**src/design/hcdca_map.vh**
```
// Constants for the hardcopy daisy-chain arbiter
`ifndef HCDCA_MAP_VH
`define HCDCA_MAP_VH
`define HCDCA_DIR_VECMODE   3'h2
`define HCDCA_DIR_MAIN      3'h6
`define HCDCA_CHAR_OFFSET   7'h3F
`define HCDCA_LAST_COLUMN   10'h2FF
`define HCDCA_READS         3'h6
`define HCDCA_LAST_LINE     8'hF0
`define HCDCA_BAND_HEIGHT   8'h0E
`define HCDCA_SCAN_STEP     8'h02
`define HCDCA_XOFF          8'h13
`define HCDCA_XON           8'h11
`define HCDCA_ESC           8'h1B
`define HCDCA_CHAR_P        8'h50
`define HCDCA_CHAR_1        8'h31
`define HCDCA_CHAR_Q        8'h71
`define HCDCA_CHAR_BSL      8'h5C
`define HCDCA_CHAR_K        8'h4B
`define HCDCA_BAUD_DIV      16'h0001
`define HCDCA_FORMAT        8'h4E
`endif

```
**src/design/hcdca_arbiter.v**
```verilog
// Hardcopy daisy-chain arbiter and graphic data sender
`timescale 1ns/10ps
`include "hcdca_map.vh"

module hcdca_arbiter (
  input  wire        clk,
  input  wire        rst,
  input  wire        hardcopyStart,
  input  wire        down_clear_in,
  input  wire        up_request_in,
  input  wire        up_rx_line,
  input  wire        down_tx_line,
  input  wire [3:0]  bitmapNibble,
  input  wire        bitmapValid,
  input  wire        txReady,
  input  wire [7:0]  rxByte,
  input  wire        rxValid,
  output reg         up_clear_out,
  output reg         down_request_out,
  output reg         up_tx_line,
  output reg         down_rx_line,
  output reg         bus_free_bit,
  output reg         dataSetReady,
  output reg         busy,
  output reg         rxInterrupt,
  output reg         bitmap_nibble_read,
  output reg  [9:0]  bitmapX,
  output reg  [7:0]  bitmapY,
  output reg         regWrite,
  output reg  [2:0]  regSelect,
  output reg  [15:0] regData,
  output reg         txWrite,
  output reg  [7:0]  txByte
);

  // ==========================================================
  // States
  localparam IDLE  = 4'h0;
  localparam CLAIM = 4'h1;
  localparam SETUP = 4'h2;
  localparam HEAD  = 4'h3;
  localparam READ  = 4'h4;
  localparam WAITR = 4'h5;
  localparam SEND  = 4'h6;
  localparam TAIL  = 4'h7;
  localparam DONE  = 4'h8;

  // ==========================================================
  // Pin synchronisers: three stages, change when stages 2 and 3 agree
  // Stages 2 and 3 must agree, so a one-cycle glitch never reaches the bus
  reg [2:0] clrSync;
  reg [2:0] reqSync;
  reg       clrLevel;
  reg       reqLevel;
  always @(posedge clk) begin
    if (rst) begin
      clrSync  <= 3'h0;
      reqSync  <= 3'h7;
      clrLevel <= 1'b0;
      reqLevel <= 1'b1;
    end else begin
      clrSync <= {clrSync[1:0], down_clear_in};
      reqSync <= {reqSync[1:0], up_request_in};
      if (clrSync[1] == clrSync[2])
        clrLevel <= clrSync[2];
      if (reqSync[1] == reqSync[2])
        reqLevel <= reqSync[2];
    end
  end

  // ==========================================================
  // Header and trailer sequence bytes
  function [7:0] seqByte;
    input [2:0] idx;
    input       tail;
    begin
      case ({tail, idx})
        4'h0:    seqByte = `HCDCA_ESC;
        4'h1:    seqByte = `HCDCA_CHAR_P;
        4'h2:    seqByte = `HCDCA_CHAR_1;
        4'h3:    seqByte = `HCDCA_CHAR_Q;
        4'h8:    seqByte = `HCDCA_ESC;
        4'h9:    seqByte = `HCDCA_CHAR_BSL;
        4'hA:    seqByte = `HCDCA_ESC;
        4'hB:    seqByte = `HCDCA_CHAR_K;
        default: seqByte = 8'h00;
      endcase
    end
  endfunction

  // ==========================================================
  // Transmit slot: buffer ready, printer not holding off, and no
  // byte written last cycle, so back-to-back writes never collide
  function canSend;
    input rdy;
    input hold;
    input justWrote;
    begin
      canSend = rdy & ~hold & ~justWrote;
    end
  endfunction

  // ==========================================================
  // Setup register values, in load order
  function [15:0] regValue;
    input [2:0] idx;
    begin
      case (idx)
        3'h0:    regValue = {13'h0000, `HCDCA_DIR_VECMODE};
        3'h1:    regValue = {13'h0000, `HCDCA_DIR_MAIN};
        3'h4:    regValue = `HCDCA_BAUD_DIV;
        3'h5:    regValue = {8'h00, `HCDCA_FORMAT};
        default: regValue = 16'h0000;
      endcase
    end
  endfunction

  // ==========================================================
  // Sequencer state
  reg [3:0] state;
  reg       requestToSend;
  reg       paused;
  reg [2:0] step;
  reg [2:0] readCount;
  reg [5:0] column;
  reg [7:0] bandBase;
  reg       pending;
  reg       sendLast;

  // ==========================================================
  // Chain pins and status bits
  always @(posedge clk) begin
    if (rst) begin
      up_clear_out     <= 1'b0;
      down_request_out <= 1'b1;
      up_tx_line       <= 1'b1;
      down_rx_line     <= 1'b1;
      bus_free_bit     <= 1'b1;
      dataSetReady     <= 1'b0;
    end else begin
      bus_free_bit <= ~clrLevel;
      dataSetReady <= ~reqLevel;
      // Active-low request-to-send; lockout from either side forwarded
      up_clear_out     <= ~requestToSend | clrLevel;
      down_request_out <= requestToSend & reqLevel;
      // Upstream traffic passes toward printer in every state; own data goes out on txByte
      up_tx_line   <= down_tx_line;
      down_rx_line <= up_rx_line;
    end
  end

  // ==========================================================
  // Hardcopy sequencer
  always @(posedge clk) begin
    if (rst) begin
      state              <= IDLE;
      requestToSend      <= 1'b1;
      paused             <= 1'b0;
      step               <= 3'h0;
      readCount          <= 3'h0;
      column             <= 6'h00;
      bandBase           <= 8'h00;
      pending            <= 1'b0;
      sendLast           <= 1'b0;
      rxInterrupt        <= 1'b0;
      bitmap_nibble_read <= 1'b0;
      bitmapX            <= 10'h000;
      bitmapY            <= 8'h00;
      regWrite           <= 1'b0;
      regSelect          <= 3'h0;
      regData            <= 16'h0000;
      txWrite            <= 1'b0;
      txByte             <= 8'h00;
    end else begin
      regWrite           <= 1'b0;
      txWrite            <= 1'b0;
      bitmap_nibble_read <= 1'b0;
      rxInterrupt        <= 1'b0;
      if (rxValid && rxByte == `HCDCA_XOFF) begin
        paused      <= 1'b1;
        rxInterrupt <= 1'b1;
      end else if (rxValid && rxByte == `HCDCA_XON)
        paused <= 1'b0;
      case (state)
        IDLE: begin
          if (hardcopyStart && !pending)
            pending <= 1'b1;
          if (pending)
            state <= CLAIM;
        end
        CLAIM: begin
          // Upstream holds lockout longer, so farthest wins
          if (bus_free_bit && !dataSetReady) begin
            requestToSend <= 1'b0;
            step          <= 3'h0;
            state         <= SETUP;
          end
        end
        SETUP: begin
          regWrite  <= 1'b1;
          regSelect <= step;
          regData   <= regValue(step);
          step <= step + 3'h1;
          if (step == 3'h5) begin
            step     <= 3'h0;
            bandBase <= 8'h00;
            state    <= HEAD;
          end
        end
        HEAD, TAIL: begin
          // Frame each band; trailer is terminator then line-down
          if (canSend(txReady, paused, txWrite)) begin
            txWrite <= 1'b1;
            txByte  <= seqByte({1'b0, step[1:0]}, state == TAIL);
            step    <= step + 3'h1;
            if (step == 3'h3) begin
              step      <= 3'h0;
              bitmapX   <= 10'h000;
              readCount <= 3'h0;
              column    <= 6'h00;
              if (state == HEAD)
                state <= READ;
              else if (bandBase >= `HCDCA_LAST_LINE - `HCDCA_BAND_HEIGHT)
                state <= DONE;
              else begin
                bandBase <= bandBase + `HCDCA_BAND_HEIGHT;
                state    <= HEAD;
              end
            end
          end
        end
        READ: begin
          bitmap_nibble_read <= 1'b1;
          bitmapY <= bandBase + {4'h0, readCount, 1'b0};
          state   <= WAITR;
        end
        WAITR: begin
          if (bitmapValid) begin
            column[readCount] <= bitmapNibble[0];
            readCount         <= readCount + 3'h1;
            state             <= (readCount == `HCDCA_READS - 3'h1) ?
                                 SEND : READ;
          end
        end
        SEND: begin
          // Pause is checked each byte; one in flight may still finish
          if (canSend(txReady, paused, txWrite)) begin
            txWrite   <= 1'b1;
            txByte    <= {2'h0, column} + {1'b0, `HCDCA_CHAR_OFFSET};
            readCount <= 3'h0;
            column    <= 6'h00;
            sendLast  <= (bitmapX == `HCDCA_LAST_COLUMN);
            if (bitmapX == `HCDCA_LAST_COLUMN)
              state <= TAIL;
            else begin
              bitmapX <= bitmapX + 10'h001;
              state   <= READ;
            end
          end
        end
        DONE: begin
          requestToSend <= 1'b1;
          pending       <= 1'b0;
          state         <= IDLE;
        end
        default: state <= IDLE;
      endcase
    end
  end

  // ==========================================================
  // Busy level: up from an accepted start until the bus is freed
  // Kept apart from the sequencer so it cannot drop between states
  always @(posedge clk) begin
    if (rst)
      busy <= 1'b0;
    else if (state == DONE)
      busy <= 1'b0;
    else if (hardcopyStart || pending)
      busy <= 1'b1;
  end

endmodule

```
**config.mk**
```make
export PLATFORM = sky130hd
export DESIGN_NAME = hcdca_arbiter
export DESIGN_NICKNAME = d
export VERILOG_FILES = /design/src/design/hcdca_arbiter.v
export VERILOG_INCLUDE_DIRS = /design/src /design/src/design
export SDC_FILE = /design/constraint.sdc
export NUM_CORES = 1
export LEC_CHECK = 0
export BUFFER_PORTS_ARGS = -buffer_cell sky130_fd_sc_hd__buf_4
export CORE_ASPECT_RATIO = 0.5
export CORE_MARGIN = 3
export CORE_UTILIZATION = 50
export CTS_CLUSTER_DIAMETER = 150
export DETAILED_ROUTE_END_ITERATION = 8
export PLACE_DENSITY = 0.74
export SLEW_MARGIN = 10
export SYNTH_ARGS = -nofsm -noshare
export SYNTH_HDL_FRONTEND = slang
export SYNTH_SLANG_ARGS = --single-unit
```
**constraint.sdc**
```tcl
create_clock -name clk -period 1.9 [get_ports clk]
set_input_delay 0.19 -clock clk [delete_from_list [all_inputs] [get_ports clk]]
set_output_delay 0.19 -clock clk [all_outputs]
set_load 0.02 [all_outputs]
```
==> key figures, run 1 <==
Routing
  • Final WL: 8990 um
  • First drt pass iteration count: 5
  • Avg Vias per Cell: 5.28
  • Routed Antenna Nets: 0
  • Drt drc: 0
  • Wire length per cell: 14.1 um
  • Initial DRC Count: 194
  • Via count: 3376

Setup path
  • Setup CP Type: register to register
  • Critical path peak fanout: 12
  • Critical Path AT: 2.12 ns
  • Type of origin of the critical path: register
  • Required time of the critical path: 2.11 ns
  • Crit end category: register

Timing
  • Slew Limit Headroom: 0.600
  • Achievable Freq: 525 MHz
  • Worst slew pin tran: 0.596 ns
  • # setup viols final: 1
  • Tcrit/Tclk final: 1.00
  • Final Skew: 0.00647 ns
  • Slew Limit Fails: 0
  • Final hold violation count: 0
  • TNS Setup: -0.00466 ns
  • Crit path time final: 1.90 ns
  • Final worst slack: -0.00466 ns
  • Unrepaired setup endpoints after global routing: yes

Final layout
  • Register area: 1530 sq um
  • Ant. Diodes: 0
  • Layout net count: 580
  • Final core occ: 0.723
  • Fraction of layout instances using a drive strength above 1: 0.293
  • P&R area growth vs syn: 32.5%
  • Layout fillers: 546
  • Multi-input logic area: 2260 sq um
  • Non-Filler Instances: 639

Logic synthesis
  • Seq cells post-synth: 76
  • Number of synthesized flops with an enable pin: 0
  • Syn avg cell area: 8.53 sq um
  • Async SR Flop Fraction: 0
  • Ys Warns: 0
  • Post-synthesis sequential area ratio: 0.396
  • Ys flop type: dfxtp_1
  • Yosys cell types: 57
  • Synthesized area: 3840 sq um
  • Cell count after synthesis: 450

Global routing
  • GRT Util Overall: 0.206
  • Overflow left after global routing: 0
  • Vias in the first global route: 3076
  • Initial antenna violation count: 0
  • Largest net degree at the start of global routing: 39
  • First-pass GRT wire length: 14200 um

Run status
  • Status: finished, violations left
  • Failing checks: setup timing

Power and ir drop
  • Overall Power: 0.00445 W
  • Internal: 0.00319 W
  • Switching power: 0.00126 W
  • Clock Power Share: 0.383
  • Leakage: 1.98 nW
  • Switching part of the total power: 0.282
  • Logic gate share of total power: 0.221
  • PwrDens: 874 nW/um^2
  • Peak VDD IR: 0.549 mV
  • Sequential share of power: 0.396

Floorplanning
  • Top Ports: 78
  • Initial Util: 0.545
  • Die height: 68.0 um
  • Core box area: 7040 sq um
  • Die W: 130 um
  • # rows: 21
  • Die area: 8830 sq um

Place
  • Gpl congestion: 0.842
  • Number of port buffers: 61
  • Cells after DPL: 622
  • HPWL after DPL: 6380 um
  • Place WS: -0.0819 ns

Clocking
  • CTS clk-pin slew, worst paths: 0.06 ns
  • CTS tree: yes
  • Clk_lat worst skew: 0.34 ns
  • Clock Tree Buf Depth: 2
  • Clock Sinks: 76
  • Clock H-tree levels: 3
  • Total CTS buffers: 9
  • Clk root buf: clkbuf_16

Worst hold path
  • Hold Crit Class: primary input to register

Job
  • Max Cap Violations: 0
[routing by layer]
layer	routed length [um]	GRT usage
met5	0	0
met4	67	0.0505
met3	633	0.0678
met2	3770	0.324
met1	4520	0.275
[cells in the final DEF, fill, tap and decap left out, drive strengths merged, types with 3 or more instances in the layout]
master  instances
a211oi          7
a21o            3
a21oi          34
a311oi          3
and4b           3
buf           108
clkbuf         10
clkinv          3
conb           13
dfxtp          76
ha             15
inv            16
mux2i          13
nand2          42
nand2b         10
nand3          11
nand4           3
nor2           44
nor2b           8
nor3           14
nor3b           4
nor4            8
nor4b           5
o211ai          4
o21a            3
o21ai          20
o22ai           3
o31ai           5
or2             6
or3             4
xnor2          14
xor2            4
[worst max-delay path: stages (launching register included)]
cell and delay [ns]:
dfxtp_2 0.35, buf_4 0.18, nand4bb_1 0.28, nor4_1 0.32, buf_4 0.29, nor4_2 0.08
xnor2_1 0.22, nor2_1 0.07
[repair_timing]
item,CTS,global route
gates resized for setup,9,21
buffers inserted,0,1
cloned,0,0
endpoints found under the setup margin,13,27
hold buffers,0,0
pin swaps,1,4
[cell families (layout without fill, tap and decap cells)]
| kind of cell | Yosys count | in the layout | synth area share |
|---|---|---|---|
| buffers and inverters | 55 | 140 | 0.0730 |
| AOI/OAI and AO/OA | 97 | 97 | 0.163 |
| and+or+nand+nor | 174 | 174 | 0.238 |
| adders and majority gates | 16 | 16 | 0.0541 |
| other | 1 | 13 | 0.000977 |
| DFF | 76 | 76 | 0.396 |
| xor gates and xnor gates | 18 | 18 | 0.0411 |
| muxes | 13 | 13 | 0.0339 |
[state kept, by name (all words and copies together) (netlist names), 4 cells and up]
register	cells
column	6
state	4
bitmapY	7
txByte	7
regData	4
bitmapX	10
bandBase	7
[power groups by stage]
stage	Combinational, W	Clock (W)	Sequential [W]
2_1_floorplan	0.000600	0	0.00182
3_3_place_gp	0.000934	0	0.00179
3_5_place_dp	0.000940	0	0.00179
4_1_cts	0.000965	0.00173	0.00175
5_1_grt	0.00109	0.00180	0.00177
6_report	0.000982	0.00170	0.00176
[synth_stat cells, types with 6 or more instances]
master     n  share of area
o21ai_0   18          0.023
clkbuf_1  13          0.013
a211oi_1   7          0.014
nor3_1    14          0.018
nand3_1   11          0.014
ha_1      15          0.049
nor4_1     8          0.013
a21oi_1   33          0.043
mux2i_1   13          0.034
buf_4     14          0.027
dfxtp_1   76           0.40
nand2b_1  10          0.016
nor2b_1    8          0.013
nor2_1    44          0.043
nand2_1   42          0.041
or2_2      6         0.0098
xnor2_1   14          0.032
inv_1     16          0.016
[path summary, 6_finish.rpt]
| kind | startpoint | to | slack, ns | cells after the start |
|---|---|---|---|---|
| max | state[0]$_SDFFE_PP0P_ | bitmapX[6]$_SDFFE_PP0P_ | -0.005 | 7 |
| min | up_request_in | reqSync[0]$_SDFF_PP1_ | 0.03 | 2 |
| max reg2reg | state[0]$_SDFFE_PP0P_ | bitmapX[6]$_SDFFE_PP0P_ | -0.005 | 7 |
| min reg2reg | reqSync[0]$_SDFF_PP1_ | reqSync[1]$_SDFF_PP1_ | 0.41 | 1 |
[cell type report]
| cell class | instances | share of cell area |
|---|---|---|
| clock buffer | 10 | 0.0470 |
| clock inverter | 6 | 0.0125 |
| inverter | 16 | 0.0118 |
| sequential | 76 | 0.301 |
| tap | 92 | 0.0226 |
| multi-input combinational | 331 | 0.444 |
| timing repair buffer | 108 | 0.162 |
[per-stage QoR]
stage                     instance area [sq um]  hold WS, ns
final                                      5090       0.0314
after global routing                       5090       0.0256
after CTS                                  4970       0.0251
after detailed placement                   4620        0.378
after global placement                     4620        0.374
after floorplan                            3900        0.294
Note: power is estimated with default switching activity, not from simulation.
==> run 2, diff against run 1 <==
--- a/config.mk
+++ b/config.mk
@@ -6,13 +6,14 @@
 export SDC_FILE = /design/constraint.sdc
 export NUM_CORES = 1
 export LEC_CHECK = 0
+export ABC_AREA = 1
 export BUFFER_PORTS_ARGS = -buffer_cell sky130_fd_sc_hd__buf_4
 export CORE_ASPECT_RATIO = 0.5
 export CORE_MARGIN = 3
 export CORE_UTILIZATION = 50
 export CTS_CLUSTER_DIAMETER = 150
 export DETAILED_ROUTE_END_ITERATION = 8
-export PLACE_DENSITY = 0.74
+export PLACE_DENSITY = 0.73
 export SLEW_MARGIN = 10
 export SYNTH_ARGS = -nofsm -noshare
 export SYNTH_HDL_FRONTEND = slang
==> key figures, run 2 <==
Routing
  • Routed Antenna Nets: 0 (unchanged)
  • Avg Vias per Cell: 4.90 (-7.2%)
  • Via count: 3869 (+15%)
  • Wire length per cell: 11.9 um (-16%)
  • First drt pass iteration count: 4 (-1)
  • Final WL: 9350 um (+4.0%)
  • Drt drc: 0 (unchanged)
  • Initial DRC Count: 224 (+15%)

Setup path
  • Setup CP Type: register to register
  • Critical path peak fanout: 3 (-9)
  • Critical Path AT: 2.05 ns (-0.07 ns)
  • Most used cell, CP: inv_1
  • CP peak stage delay: 0.34 ns (about the same)
  • Reg2reg start: bandBase[1]$_SDFFE_PP0P_
  • CP Buf/Inv Count: 3 (+1)
  • Reg2Reg Setup Slack: 0.08 ns (+0.09 ns)
  • Crit path cell chain: ha_2 > inv_1 > fa_2 > or2_4 > a21oi_4 > buf_4 > xor2_1 > o21ai_1 > inv_1
  • Path depth of the worst reg2reg path: 9 (+2)
  • Crit end category: register
  • WP depth: 9 (+2)
  • Slowest CP cell: dfxtp_2
  • Critical R2R Capture: bitmapY[5]$_SDFFE_PP0P_
  • CP top delay family: adder cells
  • Required time of the critical path: 2.13 ns (+0.02 ns)
  • Type of origin of the critical path: register

Power and ir drop
  • Internal: 0.00314 W (-1.6%)
  • Sequential share of power: 0.385 (-0.011)
  • Leakage: 2.31 nW (+17%)
  • Switching power: 0.00166 W (+32%)
  • Peak VDD IR: 0.576 mV (+5.0%)
  • Clock Power Share: 0.328 (-0.055)
  • PwrDens: 952 nW/um^2 (+8.9%)
  • Logic gate share of total power: 0.287 (+0.066)
  • Switching part of the total power: 0.346 (+0.0640)

Global routing
  • Overflow left after global routing: 0 (unchanged)
  • Vias in the first global route: 3408 (+11%)
  • Initial antenna violation count: 0 (unchanged)
  • First-pass GRT wire length: 15500 um (+9.1%)
  • Largest net degree at the start of global routing: 52 (+33%)
  • GRT Util Overall: 0.199 (-0.00653)

Floorplanning
  • Die height: 70.0 um (+2.9%)
  • Die area: 9370 sq um (+6.1%)
  • Core box area: 7620 sq um (+8.3%)
  • # rows: 22 (+4.8%)
  • Top Ports: 78 (unchanged)
  • Initial Util: 0.537 (-0.00872)
  • Die W: 134 um (+3.1%)

Logic synthesis
  • Adder-Cell Fraction of Synth Area: 0.0532 (-0.000878)
  • Post-synthesis sequential area ratio: 0.372 (-0.0244)
  • Yosys top cell area share: 0.372 (-0.0244)
  • Ys Warns: 0 (unchanged)
  • Synthesized area: 4090 sq um (+6.5%)
  • Yosys cell types: 35 (-39%)
  • Area leader, netlist: dfxtp_1
  • Most common cell in the netlist: nand2_1
  • Synth area leaders: dfxtp_1 (37%), nand2_1 (12%), nor2_1 (7.2%), nand3_1 (6.5%), a21oi_1 (6.0%)
  • Number of synthesized flops with an enable pin: 0 (unchanged)
  • Syn avg cell area: 6.84 sq um (-20%)
  • Post-synthesis mux area share: 0 (-0.0339)
  • Post-synthesis compound-gate area fraction: 0.107 (-0.0556)
  • Seq cells post-synth: 76 (unchanged)
  • Async SR Flop Fraction: 0 (unchanged)
  • Xor and xnor area share after synthesis: 0.0214 (-0.0196)
  • Cell count after synthesis: 598 (+33%)
  • Post-synth top cells: nand2_1 (132), nor2_1 (78), dfxtp_1 (76)
  • Ys flop type: dfxtp_1
  • Simple-gate share of the synthesized area: 0.333 (+0.0951)
  • Largest family of logic cells by synthesized area: simple AND/OR/NAND/NOR gates

Clocking
  • Clock Sinks: 76 (unchanged)
  • CTS clk-pin slew, worst paths: 0.06 ns (about the same)
  • CTS tree: yes
  • Clk_lat worst skew: 0.33 ns (about the same)
  • Total CTS buffers: 9 (unchanged)
  • Hold_buf cts: 0 (unchanged)
  • Clock Tree Buf Depth: 2 (unchanged)
  • Clock H-tree levels: 3 (unchanged)
  • Clk root buf: clkbuf_16

Timing
  • Achievable Freq: 550 MHz (+4.8%)
  • # setup viols final: 0 (-1)
  • Tcrit/Tclk final: 0.956 (-0.0460)
  • Crit path time final: 1.82 ns (-0.0874 ns)
  • Slew Limit Fails: 0 (unchanged)
  • Worst slew pin tran: 0.544 ns (-0.0520 ns)
  • Slew Limit Headroom: 0.637 (+0.0377)
  • WHS: 0.0397 ns (+0.00831 ns)
  • TNS Setup: 0 ns (+0.00466 ns)
  • Final worst slack: 0.0827 ns (+0.0874 ns)
  • Final hold violation count: 0 (unchanged)
  • Final Skew: 0.00395 ns (-0.00252 ns)

Run status
  • Status: complete, no violations

Final layout
  • Finished Cell Area: 5040 sq um (-0.86%)
  • Layout net count: 714 (+23%)
  • Ant. Diodes: 0 (unchanged)
  • Fraction of layout instances using a drive strength above 1: 0.219 (-0.0737)
  • P&R area growth vs syn: 23.3%
  • Max FFs per register: 10 (unchanged)
  • Commonest non-fill, non-tap cells in the layout: nand2_1 (131), buf_4 (83), nor2_1 (76)
  • Commonest non-fill, non-tap cell in the layout: nand2_1
  • Largest register by flop count: bitmapX

Job
  • Max Cap Violations: 0 (unchanged)

Place
  • HPWL after DPL: 6860 um (+7.4%)
  • Number of port buffers: 61 (unchanged)
  • Area post-placement: 4730 sq um (+2.5%)
  • Gpl congestion: 0.966 (+15%)
  • Place WS: -0.0709 ns (+0.0110 ns)

Worst hold path
  • Hold Crit Depth: 2 (unchanged)
  • Worst Hold Launch: up_request_in
  • Hold Path End: reqSync[0]$_SDFF_PP1_
  • Hold Crit Class: primary input to register
-- run 2: cell count changes after synthesis, moves of 9 or more --
cell,delta
nand2_1,+90
inv_1,+49
nand3_1,+42
nor2_1,+34
a21oi_1,+16
mux2i_1,-13
o21ai_0,+11
xnor2_1,-11
nand2b_1,-10
inv_2,+9
-- run 2: layout make-up --
class	count	area (sq um)
Inverter	74	278
Clock buffer	9	225
Sequential cell	76	1530
Timing Repair Buffer	84	643
Clock inverter	7	52.6
Fill cell	720	2580
Tap cell	108	135
Multi-Input combinational cell	431	2190
-- run 2: worst register-to-register path, delay by kind of cell (launching register included) --
family | cells | cell delay (ns)
buffers and inverters | 3 | 0.23
xor gates and xnor gates | 1 | 0.05
adders and majority gates | 2 | 0.52
AOI/OAI and AO/OA | 2 | 0.30
DFF | 1 | 0.34
and+or+nand+nor | 1 | 0.27
-- run 2: how the worst max path moves through the flow --
stage                                    startpoint                      end  slack [ns]
after global placement     bandBase[1]$_SDFFE_PP0P_  bitmapY[5]$_SDFFE_PP0P_      -0.001
after floorplan           readCount[1]$_SDFFE_PP0P_  bitmapY[7]$_SDFFE_PP0P_        0.01
final                      bandBase[1]$_SDFFE_PP0P_  bitmapY[5]$_SDFFE_PP0P_        0.08
after global routing       bandBase[1]$_SDFFE_PP0P_  bitmapY[7]$_SDFFE_PP0P_       -0.03
after CTS                 readCount[0]$_SDFFE_PP0P_  bitmapY[7]$_SDFFE_PP0P_        0.04
after detailed placement   bandBase[1]$_SDFFE_PP0P_  bitmapY[5]$_SDFFE_PP0P_       -0.07
-- run 2: logic make-up after synthesis --
logic type      Yosys count
buf+inv                 103
simple gates            306
fa+ha+maj                17
compound gates           85
xor+xnor                 10
other cells               1
flops                    76
-- run 2: per-layer routing --
| layer | up-vias | track usage | part of all wire |
|---|---|---|---|
| met3 | 9 | 0.0547 | 0.070 |
| met1 | 1707 | 0.272 | 0.49 |
| li1 | 2031 | - | - |
| met2 | 122 | 0.306 | 0.43 |
| met4 | 0 | 0.0616 | 0.011 |
| met5 | - | 0 | 0 |
-- run 2: repair_timing --
action / 4_1_cts / 5_1_grt
setup endpoints to repair: 2 / 11
buffers inserted: 0 / 0
cloned: 0 / 0
resized for setup: 4 / 9
pin swaps: 1 / 2
-- run 2: power groups by stage --
| stage | registers, W | clock network (W) | logic (W) |
|---|---|---|---|
| final | 0.00185 | 0.00157 | 0.00138 |
| after global routing | 0.00187 | 0.00169 | 0.00153 |
| after CTS | 0.00185 | 0.00160 | 0.00136 |
| after detailed placement | 0.00188 | 0 | 0.00135 |
| after global placement | 0.00188 | 0 | 0.00134 |
| after floorplan | 0.00196 | 0 | 0.000847 |
-- run 2: per-stage QoR --
step                      cells  power [W]  utilization
after floorplan             610    0.00281            -
after global placement      773    0.00321        0.621
after detailed placement    773    0.00323        0.621
after CTS                   789    0.00481        0.658
after global routing        789    0.00508        0.662
final                       789    0.00480        0.662
==> run 3, diff against run 2 <==
--- a/config.mk
+++ b/config.mk
@@ -10,10 +10,10 @@
 export BUFFER_PORTS_ARGS = -buffer_cell sky130_fd_sc_hd__buf_4
 export CORE_ASPECT_RATIO = 0.5
 export CORE_MARGIN = 3
-export CORE_UTILIZATION = 50
+export CORE_UTILIZATION = 55
 export CTS_CLUSTER_DIAMETER = 150
 export DETAILED_ROUTE_END_ITERATION = 8
-export PLACE_DENSITY = 0.73
+export PLACE_DENSITY = 0.76
 export SLEW_MARGIN = 10
 export SYNTH_ARGS = -nofsm -noshare
 export SYNTH_HDL_FRONTEND = slang
==> constraint.sdc (replaced) <==
create_clock -name clk -period 2.05 [get_ports clk]
set_input_delay 0.205 -clock clk [delete_from_list [all_inputs] [get_ports clk]]
set_output_delay 0.205 -clock clk [all_outputs]
set_load 0.02 [all_outputs]
==> key figures, run 3 (same netlist as run 2, synthesis figures left out) <==
Setup path
  • Crit path cell chain: ha_2 > inv_1 > fa_1 > or2_2 > a21oi_2 > buf_4 > xor2_1 > o21ai_0 > inv_1
  • Slowest CP cell: fa_1
  • Type of origin of the critical path: register
  • Required time of the critical path: 2.29 ns (+0.16 ns)
  • CP Buf/Inv Count: 3 (unchanged)
  • CP peak stage delay: 0.37 ns (+0.03 ns)
  • Crit end category: register
  • Most used cell, CP: inv_1
  • Critical Path AT: 2.12 ns (+0.07 ns)
  • CP top delay family: adder cells
  • Setup CP Type: register to register
  • Critical path peak fanout: 3 (unchanged)

Routing
  • Wire length per cell: 12.0 um (+1.3%)
  • Initial DRC Count: 198 (-12%)
  • Routed Antenna Nets: 0 (unchanged)
  • Via count: 3847 (-0.57%)
  • Final WL: 9170 um (-1.9%)
  • Drt drc: 0 (unchanged)
  • Avg Vias per Cell: 5.04 (+2.7%)
  • First drt pass iteration count: 5 (+1)

Place
  • HPWL after DPL: 6720 um (-1.9%)
  • Gpl congestion: 0.923 (-4.5%)
  • Number of port buffers: 61 (unchanged)

Clocking
  • Clk root buf: clkbuf_16
  • CTS clk-pin slew, worst paths: 0.06 ns (about the same)
  • Clock Sinks: 76 (unchanged)
  • Total CTS buffers: 9 (unchanged)
  • Clock H-tree levels: 3 (unchanged)
  • Hold_buf cts: 0 (unchanged)
  • Clk_lat worst skew: 0.34 ns (about the same)
  • Clock Tree Buf Depth: 2 (unchanged)
  • CTS tree: yes

Timing
  • Final hold violation count: 0 (unchanged)
  • Crit path time final: 1.88 ns (+0.0653 ns)
  • Worst slew pin tran: 0.583 ns (+0.0395 ns)
  • TNS Setup: 0 ns (unchanged)
  • Unrepaired setup endpoints after global routing: no
  • Slew Limit Headroom: 0.611 (-0.0267)
  • Final Skew: 0.00435 ns (+0.000399 ns)
  • Slew Limit Fails: 0 (unchanged)
  • # setup viols final: 0 (unchanged)
  • Achievable Freq: 531 MHz (-3.5%)
  • Tcrit/Tclk final: 0.918 (-0.0382)

Final layout
  • Ant. Diodes: 0 (unchanged)
  • Multi-input logic area: 2160 sq um (-1.1%)
  • Fraction of layout instances using a drive strength above 1: 0.198 (-0.0209)
  • Commonest non-fill, non-tap cell in the layout: nand2_1
  • Commonest non-fill, non-tap cells in the layout: nand2_1 (132), nor2_1 (78), dfxtp_1 (75), buf_4 (75), inv_1 (65)
  • Layout fillers: 617 (-14%)
  • Largest register by flop count: bitmapX
  • P&R area growth vs syn: 20.4%
  • Register area: 1520 sq um (-0.16%)
  • Max FFs per register: 10 (unchanged)
  • Layout net count: 705 (-1.3%)

Floorplanning
  • Die W: 128 um (-4.4%)
  • Top Ports: 78 (unchanged)
  • Initial Util: 0.590 (+0.0532)
  • Die height: 67.0 um (-4.3%)
  • # rows: 21 (-4.5%)
  • Core box area: 6940 sq um (-9.0%)
  • Die area: 8570 sq um (-8.5%)

Global routing
  • First-pass GRT wire length: 15300 um (-1.3%)
  • Overflow left after global routing: 0 (unchanged)
  • Largest net degree at the start of global routing: 52 (unchanged)
  • GRT Util Overall: 0.223 (+0.0239)
  • Vias in the first global route: 3417 (+0.26%)
  • Initial antenna violation count: 0 (unchanged)

Power and ir drop
  • PwrDens: 896 nW/um^2 (-5.9%)
  • Overall Power: 0.00441 W (-8.1%)
  • Leakage: 2.27 nW (-1.8%)
  • Peak VDD IR: 0.620 mV (+7.5%)

Worst hold path
  • Hold Crit Class: primary input to register

Job
  • Max Cap Violations: 0 (unchanged)

Run status
  • Status: complete, no violations
run 3: cell types whose count changed in the layout (fill, tap and decap cells not counted), sizes merged:
cell,previous run,this run
buf,84,75
clkinvlp,4,2
clkinv,2,3
inv,75,76
run 3: layout make-up:
cell class,count,share of cell area
multi-input cells,431,0.439
flip-flops and latches,76,0.309
repair buffers,75,0.114
inverters,74,0.0564
clock buffers,9,0.0457
well taps,92,0.0234
clock inverters,7,0.0124
run 3: final timing paths:
kind	to	slack [ns]	start	cells after the start
worst max-delay path	bitmapY[5]$_SDFFE_PP0P_	0.17	bandBase[1]$_SDFFE_PP0P_	9
worst min register to register	clrSync[1]$_SDFF_PP0_	0.40	clrSync[0]$_SDFF_PP0_	2
worst max register to register	bitmapY[5]$_SDFFE_PP0P_	0.17	bandBase[1]$_SDFFE_PP0P_	9
worst min-delay path	up_tx_line$_SDFF_PP1_	0.04	down_tx_line	2
run 3: stage by stage:
| step | area [sq um] | cells | hold WS [ns] | worst slack [ns] | util |
|---|---|---|---|---|---|
| after floorplan | 4140 | 610 | 0.309 | 0.0935 | - |
| after global placement | 4630 | 748 | 0.388 | 0.152 | 0.668 |
| after detailed placement | 4630 | 748 | 0.392 | 0.0968 | 0.668 |
| after CTS | 4920 | 764 | 0.0370 | 0.0863 | 0.709 |
| after global routing | 4930 | 764 | 0.0473 | 0.0268 | 0.710 |
| final | 4930 | 764 | 0.0449 | 0.167 | 0.710 |
run 3: metal layers:
metal	global-route usage	up-vias	wire, um
li1	-	2014	-
met4	0.0807	0	113
met1	0.284	1712	4360
met2	0.367	112	4070
met5	0	-	0
met3	0.0592	9	626
run 3: worst reg2reg max path: stages (launching register included):
cell,delay (ns)
dfxtp_2,0.34
ha_2,0.18
inv_1,0.05
fa_1,0.37
or2_2,0.32
a21oi_2,0.15
buf_4,0.12
xor2_1,0.05
o21ai_0,0.15
inv_1,0.05
run 3: what timing repair did:
item | CTS | global route
hold endpoints to repair | 0 | 0
endpoints found under the setup margin | 0 | 2
gates resized for setup | 0 | 3
buffers inserted | 0 | 0
run 3: where the power goes:
| group | internal [W] | switching [W] |
|---|---|---|
| Sequential | 0.00161 | 0.0000976 |
| Combinational | 0.000424 | 0.000783 |
| Clock | 0.000837 | 0.000657 |
| Total | 0.00288 | 0.00154 |
